[config.mk]
export PLATFORM = sky130hd
export DESIGN_NAME = nep_ecc_parity
export DESIGN_NICKNAME = d
export VERILOG_FILES = /design/src/rtl/nep_ecc_parity.v /design/src/rtl/nep_parity_calc.v
export VERILOG_INCLUDE_DIRS = /design/src /design/src/include
export SDC_FILE = /design/constraint.sdc
export NUM_CORES = 1
export LEC_CHECK = 0
export BUFFER_PORTS_ARGS = -buffer_cell sky130_fd_sc_hd__buf_2
export CAP_MARGIN = 20
export CORE_UTILIZATION = 35
export DETAILED_ROUTE_END_ITERATION = 8
export PLACE_DENSITY = 0.56
export SYNTH_ARGS = -nofsm -noshare
export SYNTH_HDL_FRONTEND = slang
export SYNTH_HIERARCHICAL = 1
export SYNTH_SLANG_ARGS = --single-unit
[constraint.sdc]
create_clock -name pclk -period 1.54 [get_ports pclk]
set_input_delay 0.077 -clock pclk [delete_from_list [all_inputs] [get_ports pclk]]
set_output_delay 0.077 -clock pclk [all_outputs]
set_load 0.01 [all_outputs]
[src/include/nep_consts.vh]
// Constants for the chip-select-two single-bit ECC parity block
`ifndef NEP_CONSTS_VH
`define NEP_CONSTS_VH
// Printed offsets are word indexes; byte address is four times the index
`define NEP_IDX_EVEN        16'h1070
`define NEP_IDX_ODD         16'h1071
`define NEP_IDX_CTRL        16'h1060
`define NEP_BYTE_EVEN       18'h0_41C0
`define NEP_BYTE_ODD        18'h0_41C4
`define NEP_BYTE_CTRL       18'h0_4180
`define NEP_ADDR_W          18
`define NEP_PAR_MSB         11
`define NEP_PAR_W           12
`define NEP_PAR_RESET       12'h000
`define NEP_CTRL_NAND_BIT   0
`define NEP_CTRL_START_BIT  8
`define NEP_CTRL_WIDE_BIT   9
`define NEP_NAND_RESET      1'b1
`define NEP_COL8_BITS       3
`define NEP_COL16_BITS      4
`endif

[src/rtl/nep_ecc_parity.v]
// APB register block holding chip-select-two single-bit ECC parities
`timescale 1ns/1ps
`default_nettype none
`include "nep_consts.vh"
module nep_ecc_parity (
   input  wire                   pclk,
   input  wire                   presetn,
   input  wire                   psel,
   input  wire                   penable,
   input  wire                   pwrite,
   input  wire [`NEP_ADDR_W-1:0] paddr,
   input  wire [31:0]            pwdata,
   output reg  [31:0]            prdata,
   output reg                    pready,
   output reg                    pslverr,
   input  wire                   memory_select_two,
   input  wire                   data_strobe,
   input  wire [15:0]            nand_data,
   output reg                    select_two_nand_enable,
   output reg                    select_two_parity_start
);
   // ----------------------------------------------------------------
   // Register selection
   // ----------------------------------------------------------------
   localparam [1:0] SEL_NONE = 2'b00;
   localparam [1:0] SEL_EVEN = 2'b01;
   localparam [1:0] SEL_ODD  = 2'b10;
   localparam [1:0] SEL_CTRL = 2'b11;

   // Unlisted addresses fall to SEL_NONE and are refused
   function [1:0] decode_reg;
      input [`NEP_ADDR_W-1:0] addr;
      begin
         if (addr == `NEP_BYTE_EVEN)
            decode_reg = SEL_EVEN;
         else if (addr == `NEP_BYTE_ODD)
            decode_reg = SEL_ODD;
         else if (addr == `NEP_BYTE_CTRL)
            decode_reg = SEL_CTRL;
         else
            decode_reg = SEL_NONE;
      end
   endfunction

   // Either parity register; a read of one ends a calculation
   function is_parity;
      input [1:0] sel;
      begin
         is_parity = (sel == SEL_EVEN) || (sel == SEL_ODD);
      end
   endfunction

   // Reserved bits always read as zero
   function [31:0] read_word;
      input [1:0]            sel;
      input [`NEP_PAR_MSB:0] even;
      input [`NEP_PAR_MSB:0] odd;
      input                  wide;
      input                  start;
      input                  nand_en;
      begin
         read_word = 32'h0000_0000;
         if (is_parity(sel)) begin
            if (sel == SEL_EVEN)
               read_word[`NEP_PAR_MSB:0] = even;
            else
               read_word[`NEP_PAR_MSB:0] = odd;
         end else if (sel == SEL_CTRL) begin
            // Control word readback for software
            read_word[`NEP_CTRL_NAND_BIT]  = nand_en;
            read_word[`NEP_CTRL_START_BIT] = start;
            read_word[`NEP_CTRL_WIDE_BIT]  = wide;
         end
      end
   endfunction

   // ----------------------------------------------------------------
   // State
   // ----------------------------------------------------------------
   reg  [`NEP_PAR_MSB:0] even_par;
   reg  [`NEP_PAR_MSB:0] odd_par;
   reg                   bus_wide;
   reg  [10:0]           word_index;
   reg  [`NEP_PAR_MSB:0] next_even_par;
   reg  [`NEP_PAR_MSB:0] next_odd_par;
   reg  [10:0]           next_word_index;
   reg                   next_start;

   wire [`NEP_PAR_MSB:0] word_even;
   wire [`NEP_PAR_MSB:0] word_odd;
   wire [1:0]            reg_sel;
   wire                  setup;
   wire                  access;
   wire                  wr;
   wire                  rd;
   wire                  ctrl_wr;
   wire                  start_req;
   wire                  clear_start;
   wire                  take_word;

   // Writes and the start clear act only in the access phase
   assign reg_sel     = decode_reg(paddr);
   assign setup       = psel && !penable;
   assign access      = psel && penable;
   assign wr          = access && pwrite;
   assign rd          = access && !pwrite;
   assign ctrl_wr     = wr && (reg_sel == SEL_CTRL);
   assign start_req   = ctrl_wr && pwdata[`NEP_CTRL_START_BIT];
   assign clear_start = rd && is_parity(reg_sel);
   // Only words on a NAND-mapped select two count, and only once started
   assign take_word   = data_strobe && memory_select_two && select_two_nand_enable
                        && select_two_parity_start;

   // ----------------------------------------------------------------
   // Parity arithmetic
   // ----------------------------------------------------------------
   // Column bits are the low 3 or 4 address bits, chosen by bus width
   nep_parity_calc nep_parity_calc_inst (
      .data       (nand_data),
      .wide       (bus_wide),
      .word_index (word_index),
      .even_in    (even_par),
      .odd_in     (odd_par),
      .even_out   (word_even),
      .odd_out    (word_odd)
   );

   // Software write wins over a word landing in the same cycle
   always @* begin
      next_even_par = even_par;
      next_odd_par  = odd_par;
      if (take_word) begin
         next_even_par = word_even;
         next_odd_par  = word_odd;
      end
      if (wr && (reg_sel == SEL_EVEN))
         next_even_par = pwdata[`NEP_PAR_MSB:0];
      if (wr && (reg_sel == SEL_ODD))
         next_odd_par = pwdata[`NEP_PAR_MSB:0];
   end

   // Counter wraps after 2048 words; longer blocks alias positions
   always @* begin
      next_word_index = word_index;
      if (take_word)
         next_word_index = word_index + 11'h001;
      if (start_req)
         next_word_index = 11'h000;
   end

   // Set and clear never meet: one bus access per cycle
   always @* begin
      next_start = select_two_parity_start;
      if (clear_start)
         next_start = 1'b0;
      if (start_req)
         next_start = 1'b1;
   end

   // ----------------------------------------------------------------
   // Registers
   // ----------------------------------------------------------------
   // Parity sets and word position
   always @(posedge pclk or negedge presetn) begin
      if (!presetn) begin
         even_par   <= `NEP_PAR_RESET;
         odd_par    <= `NEP_PAR_RESET;
         word_index <= 11'h000;
      end else begin
         even_par   <= next_even_par;
         odd_par    <= next_odd_par;
         word_index <= next_word_index;
      end
   end

   // Width and NAND use change only by a control write
   always @(posedge pclk or negedge presetn) begin
      if (!presetn) begin
         select_two_nand_enable  <= `NEP_NAND_RESET;
         bus_wide                <= 1'b0;
         select_two_parity_start <= 1'b0;
      end else begin
         select_two_parity_start <= next_start;
         if (ctrl_wr) begin
            select_two_nand_enable <= pwdata[`NEP_CTRL_NAND_BIT];
            bus_wide               <= pwdata[`NEP_CTRL_WIDE_BIT];
         end
      end
   end

   // ----------------------------------------------------------------
   // APB answer
   // ----------------------------------------------------------------
   // Zero-wait answer, registered so every output comes from a flop
   always @(posedge pclk or negedge presetn) begin
      if (!presetn) begin
         prdata  <= 32'h0000_0000;
         pready  <= 1'b0;
         pslverr <= 1'b0;
      end else begin
         pready  <= setup;
         // Unmapped addresses answer with an error and read as zero
         pslverr <= setup && (reg_sel == SEL_NONE);
         if (setup && !pwrite)
            prdata <= read_word(reg_sel, even_par, odd_par, bus_wide,
                                select_two_parity_start, select_two_nand_enable);
         else
            prdata <= 32'h0000_0000;
      end
   end
endmodule
`default_nettype wire

[src/rtl/nep_parity_calc.v]
// Combinational single-bit ECC parity update for one data word
`timescale 1ns/1ps
`default_nettype none
`include "nep_consts.vh"
module nep_parity_calc (
   input  wire [15:0]            data,
   input  wire                   wide,
   input  wire [10:0]            word_index,
   input  wire [`NEP_PAR_MSB:0]  even_in,
   input  wire [`NEP_PAR_MSB:0]  odd_in,
   output reg  [`NEP_PAR_MSB:0]  even_out,
   output reg  [`NEP_PAR_MSB:0]  odd_out
);
   // Bit index of data bit b within the flat bit stream: word_index * width + b
   reg [15:0] bit_addr;
   reg [15:0] row_addr;
   integer    b;
   integer    k;
   always @* begin
      bit_addr = 16'h0000;
      row_addr = 16'h0000;
      even_out = even_in;
      odd_out  = odd_in;
      for (b = 0; b < 16; b = b + 1) begin
         if (wide || b < 8) begin
            row_addr = wide ? {1'b0, word_index, 4'h0} : {2'b00, word_index, 3'h0};
            bit_addr = row_addr | b[15:0];
            for (k = 0; k < `NEP_PAR_W; k = k + 1) begin
               // Set bit k of position means odd parity group, clear means even
               if (bit_addr[k])
                  odd_out[k] = odd_out[k] ^ data[b];
               else
                  even_out[k] = even_out[k] ^ data[b];
            end
         end
      end
   end
endmodule
`default_nettype wire

* After elaboration in Yosys (flattened, before gate mapping)
Cells that the tools add are included.
** Word-level totals
- Register bits after elaboration :: 72
- Latch bits :: 0
- RAM bits :: 0
- ROM bits :: 0
- Bits of input ports :: 73
- Output and inout port bits :: 36
- Word-level logic and storage cells :: 746
- Memories kept :: 0
** Cells by class
- $add $sub $neg :: 1
- Multipliers :: 0
- Div/mod/pow operators :: 0
- Order comparisons :: 0
- Eq/ne operators :: 6
- Shifts and indexed selects :: 0
- Mux-type cells :: 356
- Bitwise gates (word level) :: 352
- Reductions and logical operators :: 22
** Operators with widths (number)
- bitwise XOR 1 bit :: 352
- two-way mux 1 bit :: 324
- two-way mux 12 bit :: 23
- equality test 18 x 15 -> 1 bit (second input constant) :: 3
- two-way mux 11 bit :: 2
- logical AND 1 bit :: 14
- two-way mux 2 bit :: 6
- adder 11 x 1 -> 11 bit (second input constant) :: 1
- nonzero test 2 bit :: 4
- two-way mux 7 bit :: 1
- equality test 2 bit (second input constant) :: 2
- equality test 2 x 1 -> 1 bit (second input constant) :: 1
- zero test 1 bit :: 2
- zero test 2 bit :: 1
- logical OR 1 bit :: 1

* Longest topological paths before layout
Gate-level depths: netlist of run 1.
- Depth after elaboration :: 42
- Mapped depth :: 9
- Depth with buffers taken out :: 8

* Modules after synthesis
Netlist of run 1, hierarchy kept.
** Modules (own cells, without submodules)
- nep_ecc_parity :: instances 1, cells an instance 255, area an instance 2705.1 um^2, seq. area each 1302.5 um^2
- nep_parity_calc :: instances 1, cells an instance 96, area an instance 813.3 um^2, seq. area each 0.0 um^2

* Worst setup path before layout of run 1
Ideal clock, no wire load.
- Path type :: input-to-reg
- From :: input nand_data[11]
- To :: register even_par[9]
- Arrival :: 1.691 ns
- Setup slack :: -0.229 ns
- Stages :: 8
- Path through :: xnor2_2 -> xnor2_2 -> xor3_2 -> xnor2_2 -> o32ai_1 -> xor2_1 -> mux2i_1 -> a21oi_1
** Between the ends
- Cells in the longest elaborated chain, start to end :: 17
** Ends and longest elaborated chain
- from (decl) :: line nep_ecc_parity.v:18 : input wire [15:0] nand_data,
- bitwise XOR 1 bit (*) :: line nep_parity_calc.v:33 : even_out[k] = even_out[k] ^ data[b];
- two-way mux 1 bit (*) :: line nep_parity_calc.v:30 : if (bit_addr[k])
- two-way mux 12 bit (*) :: line nep_parity_calc.v:25 : if (wide || b < 8) begin
- bitwise XOR 1 bit :: line nep_parity_calc.v:33
- two-way mux 1 bit :: line nep_parity_calc.v:30
- two-way mux 12 bit (*) :: line nep_parity_calc.v:25
- bitwise XOR 1 bit :: line nep_parity_calc.v:33
- two-way mux 1 bit :: line nep_parity_calc.v:30
- [... 2 more ...]
- two-way mux 1 bit :: line nep_parity_calc.v:30
- two-way mux 12 bit (*) :: line nep_parity_calc.v:25
- bitwise XOR 1 bit :: line nep_parity_calc.v:33
- two-way mux 1 bit :: line nep_parity_calc.v:30
- two-way mux 12 bit (*) :: line nep_parity_calc.v:25
- via word_even[9] :: line nep_ecc_parity.v:89 : wire [`NEP_PAR_MSB:0] word_even;
- two-way mux 12 bit (*) :: line nep_ecc_parity.v:132 : if (take_word) begin
- two-way mux 12 bit (*) :: line nep_ecc_parity.v:136 : if (wr && (reg_sel == SEL_EVEN))
- to (signal assigned) :: line nep_ecc_parity.v:166 : even_par <= `NEP_PAR_RESET;
- to (signal assigned) :: line nep_ecc_parity.v:170 : even_par <= next_even_par;
- to (decl) :: line nep_ecc_parity.v:80 : reg [`NEP_PAR_MSB:0] even_par;
The timed path passes the listed nets; every way through them passes the cells marked *. The select of a mux whose other input is x is not followed.
A chain may end at the register's enable or synchronous reset.

* Worst setup path in the final report of run 1
- From :: input nand_data[9]
- To :: register even_par[6]
** Between the ends
- Cells in the longest elaborated chain, start to end :: 23
** Ends and longest elaborated chain (line)
- bitwise XOR 1 bit (*) :: nep_parity_calc.v:33
- two-way mux 1 bit (*) :: nep_parity_calc.v:30
- two-way mux 12 bit (*) :: nep_parity_calc.v:25
- bitwise XOR 1 bit :: nep_parity_calc.v:33
- two-way mux 1 bit :: nep_parity_calc.v:30
- two-way mux 12 bit (*) :: nep_parity_calc.v:25
- bitwise XOR 1 bit :: nep_parity_calc.v:33
- two-way mux 1 bit :: nep_parity_calc.v:30
- [... 8 more ...]
- two-way mux 1 bit :: nep_parity_calc.v:30
- two-way mux 12 bit (*) :: nep_parity_calc.v:25
- bitwise XOR 1 bit :: nep_parity_calc.v:33
- two-way mux 1 bit :: nep_parity_calc.v:30
- two-way mux 12 bit (*) :: nep_parity_calc.v:25
- via word_even[6] :: nep_ecc_parity.v:89
- two-way mux 12 bit (*) :: nep_ecc_parity.v:132
- two-way mux 12 bit (*) :: nep_ecc_parity.v:136
Marked as above.

==> run metrics, run 1 <==
status=complete, but fails checks; failing checks=negative setup slack; fraction of layout cells with a size suffix above 1=0.460; WP data arrival=1.93 ns; vias per cell=roughly 4.9; Max Fclk=roughly 580 MHz; storage element area=0.00126 sq mm; Worst-path clk slew=0.09 ns; total power=0.00350 W; max cap viols=0; drc violations=0; final setup vio count=29; fin. max-slew vios=0; Fin Clk Skew=approximately 0.0075 ns; Clock Tree Buf Depth=2; clock buffer count from CTS=5; Starting Density=0.363; first-pass GRT wire length=13.0 mm; clock sinks=50; routability cong.=around 0.76; PD cells=711 mW/mm^2; Hold Vio Cnt, Final=0; Cell Area, Synth=0.00339 sq mm; clock period minus worst slack=1.74 ns; initial antenna violation count=0; Detail Route Antenna Nets=0; CP startpoint kind=input pin; Critical Path End Type=register; gr usage total=0.166; port buffer count=between 60 and 70; Crit Path Category=in2reg; DP Wirelength=6.12 mm; Worst Hold Class=in2reg; Via Count=2,878; CTS tree=built; Core Region=0.00933 sq mm; die height=100 um; Mapped Cells=approximately 340; FILL cells=858; largest net degree at the start of global routing=25; initial drt markers=101; RSZ-0062 raised after global routing=true; Static Leakage=2.41 nW; Ports=109; vias in the first global route=2,700; worst setup margin=-0.198 ns; CP max FO=8; Overflow after GRT=0; CTS H-tree lvls=2; Synth Warn #=6; final net count=roughly 540; Rows=35; VDD IR max=0.518 mV; Post-Route Utilization=0.527; n_diodes=0; synthesis-to-finish area growth=45.2%; worst endpoint required time=1.73 ns; WL per Instance=15.1 um; worst-skew pair later-pin latency=0.31 ns; chip width=100 um; crit share post-route=1.13; Post-Route WL=just under 9 mm; Mapped Avg Cell Area=9.99 sq um; R2R cell count=6; die area=0.0101 sq mm; multi-input logic area=0.00242 sq mm; hold path cells=3; root buffer cell=clkbuf_8; drt first pass iters=4
state kept, by name (all words and copies together), names as in the netlist:
signal,flops
bus_wide,1
even_par,12
odd_par,12
prdata,12
pready,1
pslverr,1
select_two_nand_enable,1
select_two_parity_start,1
word_index,9
final cells by class:
| type | instances | area share |
|---|---|---|
| multi-input combinational | 271 | 0.491 |
| inverter | 4 | 0.00305 |
| clock inverter | 2 | 0.00254 |
| timing repair buffer | 128 | 0.198 |
| clock buffer | 6 | 0.0168 |
| tap | 129 | 0.0328 |
| sequential | 50 | 0.256 |
metal layers:
layer  track usage  wire, um  share of wire
met1         0.221      3820           0.43
met2         0.285      4520           0.51
met3        0.0258       509          0.057
met4        0.0323        79         0.0088
met5             0         0              0
metrics by stage:
| stage | hold WS [ns] | instance area [sq um] | setup slack (ns) | std cells | setup TNS [ns] |
|---|---|---|---|---|---|
| finish | 0.0305 | 4920 | -0.198 | 590 | -2.29 |
| global route | 0.0167 | 4920 | -0.255 | 590 | -5.59 |
| CTS | 0.0235 | 4490 | -0.113 | 583 | -1.43 |
| detailed placement | 0.0565 | 4220 | -0.489 | 570 | -14.65 |
| global placement | 0.0544 | 4220 | -0.479 | 570 | -12.90 |
| floorplan | -0.219 | 3550 | -0.213 | 358 | -2.80 |
cell usage in the layout (no fill, tap or decap), types with 5 or more instances in the layout:
cell type and count:
buf_2 61, dfrtp_1 45, buf_4 45, mux2i_1 33, xnor2_1 29, nor2_1 29
a21oi_1 25, xor2_1 20, conb_1 20, buf_6 12, nor2_2 9, nand2_1 9
xnor2_2 7, a32oi_2 7, clkbuf_8 6, o32ai_2 6, buf_12 6, a21oi_2 5
worst max-delay path: stages:
cell and delay [ns]:
buf_8 0.11, xnor2_4 0.18, xnor2_2 0.14, xor3_2 0.47, xnor2_4 0.35, buf_4 0.18, o32ai_2 0.07, xor2_1 0.15
mux2i_1 0.13, a21oi_1 0.07
path summary, 6_finish.rpt:
kind,start,to,slack [ns]
worst max-delay path,nand_data[9],even_par[6]$_DFFE_PN0P_,-0.20
worst min-delay path,pwdata[2],odd_par[2]$_DFFE_PN0P_,0.03
min in group asynchronous,presetn,even_par[2]$_DFFE_PN0P_,0.26
max in group asynchronous,presetn,bus_wide$_DFFE_PN0P_,0.75
worst min register to register,odd_par[7]$_DFFE_PN0P_,prdata[7]$_DFF_PN0_,0.58
worst max register to register,bus_wide$_DFFE_PN0P_,even_par[7]$_DFFE_PN0P_,-0.02
what timing repair did:
item                                    4_1_cts  5_1_grt
buffers inserted                              4        5
pin swaps                                     7       34
endpoints found under the setup margin       26       48
cloned                                        0        3
hold endpoints to repair                     15        0
hold buffers                                  1        0
resized for setup                            20       69
report_power, final:
part	leakage [nW]	internal (W)	switching (W)	total, W
clock	0.0472	0.000362	0.000447	0.000809
combinational	1.68	0.000695	0.000680	0.00138
sequential	0.686	0.00131	0.000000684	0.00132
Note: power is estimated with default switching activity, not from simulation.
==> run 2: changes to the inputs <==
Settings changed: PLACE_DENSITY 0.56 to default.
==> run 2 against run 1 <==
Effect of this change: fmax is 3.7% lower; the flow still finishes with violations (negative setup slack); sequential share of layout area is 0.67 points lower; flip-flop and latch count did not move; clock power is 11% higher; utilization increased by 1.2 points; first-iteration DRC count grew 27%; clock-buffer cell count increased by 2; critical endpoint unchanged; worst hold slack better by 0.014 ns; worst setup slack lost 0.067 ns; total power up 3.1%.
==> run metrics, run 2 (same netlist as run 1, synthesis figures left out) <==
crit path from=nand_data[9]; drt first pass iters=4 (unchanged); Rows=35 (unchanged); final instance area=0.00503 sq mm (+2.3%); VDD IR max=0.522 mV (+0.79%); Placed Instance Area=0.00419 sq mm (-0.71%); FILL cells=812 (-5.4%); port buffer count=68 (unchanged); Fin Clk Skew=0.00884 ns (+0.00132 ns); total power=0.00361 W (+3.1%); Starting Density=0.363 (unchanged); Via Count=2,940 (+2.2%); Static Leakage=2.45 nW (+1.5%); Clock Tree Buf Depth=2 (unchanged); r2r startpoint=select_two_nand_enable$_DFFE_PN1P_; vias in the first global route=2,820 (+4.4%); largest net degree at the start of global routing=51 (+100%); WL per Instance=14.8 um (-2.0%); worst endpoint required time=1.73 ns (about the same); initial antenna violation count=0 (unchanged); RSZ-0062 raised after global routing=true; pre-CTS setup slack=-0.571 ns (-0.0819 ns); status=complete, but fails checks; Post-Route Utilization=0.540 (+0.0121); CP max FO=8 (unchanged); clock buffer count from CTS=5 (unchanged); chip width=100 um (unchanged); worst setup margin=-0.265 ns (-0.0675 ns); worst-skew pair later-pin latency=0.30 ns (about the same); routability cong.=0.763 (+0.25%); gr usage total=0.163 (-0.00261); final setup vio count=18 (-38%); n_diodes=0 (unchanged); fin. max-slew vios=0 (unchanged); failing checks=negative setup slack; CTS tree=built; die height=100 um (unchanged); Min-Delay Endpoint=odd_par[2]$_DFFE_PN0P_; vias per cell=4.96 (+1.6%); Worst-path clk slew=0.09 ns (about the same); synthesis-to-finish area growth=48.5%; Max Fclk=554 MHz (-3.7%); initial drt markers=128 (+27%); drc violations=0 (unchanged); Critical Path End Type=register; reg2reg setup slack=0.01 ns (+0.03 ns); fraction of layout cells with a size suffix above 1=0.442 (-0.0181); most frequent cells in the layout=buf_2 (55), dfrtp_1 (49), buf_4 (44); RR Endpoint=word_index[8]$_DFFE_PN0P_; Post-Route WL=8.80 mm (-1.5%); hold path cells=3 (unchanged); final net count=541 (+0.56%); max cap viols=0 (unchanged); top flop regs=even_par x12, odd_par x12, prdata x12; clock period minus worst slack=1.81 ns (+0.0675 ns); crit share post-route=1.17 (+0.0438); Worst Hold Class=in2reg; die area=0.0101 sq mm (unchanged); PD cells=717 mW/mm^2 (+0.75%); most common cell after layout, fill and taps aside=buf_2; Placed Instances=566 (-0.70%); Hold Vio Cnt, Final=0 (unchanged); root buffer cell=clkbuf_8; CTS H-tree lvls=2 (unchanged); WP data arrival=1.99 ns (+0.06 ns); Crit Path Category=in2reg; Detail Route Antenna Nets=0 (unchanged); Ports=109 (unchanged); R2R cell count=3 (-3); clock sinks=50 (unchanged); Core Region=0.00933 sq mm (unchanged); HP Start=pwdata[2]; first-pass GRT wire length=13.0 mm (+0.11%); CP startpoint kind=input pin; DP Wirelength=5.71 mm (-6.6%); Overflow after GRT=0 (unchanged); Layout Cells excl Fill=593 (+0.51%)
==> run 2: changes by cell type in the layout (fill, tap and decap cells not counted), moves of 2 or more <==
cell | previous run | this run
nor2_2 | 9 | 6
buf_2 | 61 | 55
dfrtp_1 | 45 | 49
buf_6 | 12 | 20
buf_8 | 1 | 3
a21oi_2 | 5 | 3
a22oi_1 | 2 | 0
mux2_1 | 3 | 1
xor2_2 | 2 | 0
dfrtp_2 | 4 | 0
a21oi_1 | 25 | 27
nor2_1 | 29 | 32
a22oi_2 | 1 | 3
clkbuf_8 | 6 | 8
==> run 2: how the worst max path moves through the flow <==
| stage | cells after the start | to | slack [ns] |
|---|---|---|---|
| after floorplan | 8 | even_par[9]$_DFFE_PN0P_ | -0.21 |
| final | 9 | even_par[6]$_DFFE_PN0P_ | -0.27 |
| after CTS | 9 | odd_par[9]$_DFFE_PN0P_ | -0.17 |
| after detailed placement | 9 | even_par[9]$_DFFE_PN0P_ | -0.57 |
| after global placement | 9 | even_par[9]$_DFFE_PN0P_ | -0.48 |
| after global routing | 9 | even_par[11]$_DFFE_PN0P_ | -0.34 |
==> run 2: metal layers <==
layer | routed length (um) | vias to the layer above | global-route usage
met2 | 4550 | 86 | 0.280
met3 | 389 | 13 | 0.0320
li1 | - | 1403 | -
met5 | 0 | - | 0
met4 | 149 | 0 | 0.0513
met1 | 3710 | 1438 | 0.206
==> run 2: final cells by class <==
class	instances	area, sq um	share of cell area
well taps	129	161	0.0321
inverters	4	15.0	0.00298
repair buffers	130	1040	0.206
multi-input cells	272	2460	0.488
clock buffers	8	110	0.0219
flip-flops and latches	50	1250	0.249
==> run 2: repair_timing <==
item,4_1_cts,5_1_grt
buffers inserted,3,13
endpoints found under the setup margin,21,48
gates cloned,0,4
pin swaps,15,31
endpoints found under the hold margin,49,0
resized for setup,25,69
hold buffers,1,0
==> run 2: worst max-delay path, cell delays in order <==
cell	delay (ns)
buf_8	0.11
xnor2_4	0.14
xnor2_2	0.20
xor3_2	0.48
xnor2_4	0.41
o32ai_2	0.18
xor2_1	0.18
mux2i_1	0.14
a21oi_1	0.08
==> run 2: where the power goes <==
part	leakage [nW]	total [W]	internal, W	switching [W]
logic	1.69	0.00140	0.000692	0.000704
registers	0.693	0.00132	0.00131	0.000000695
clock network	0.0575	0.000896	0.000455	0.000441
total	2.45	0.00361	0.00246	0.00115
==> run 2: stage by stage <==
step,hold slack (ns),TNS (ns)
2_1_floorplan,-0.219,-2.80
3_3_place_gp,0.0920,-14.11
3_5_place_dp,0.0894,-15.98
4_1_cts,0.0319,-2.54
5_1_grt,0.0381,-5.15
6_report,0.0441,-2.97
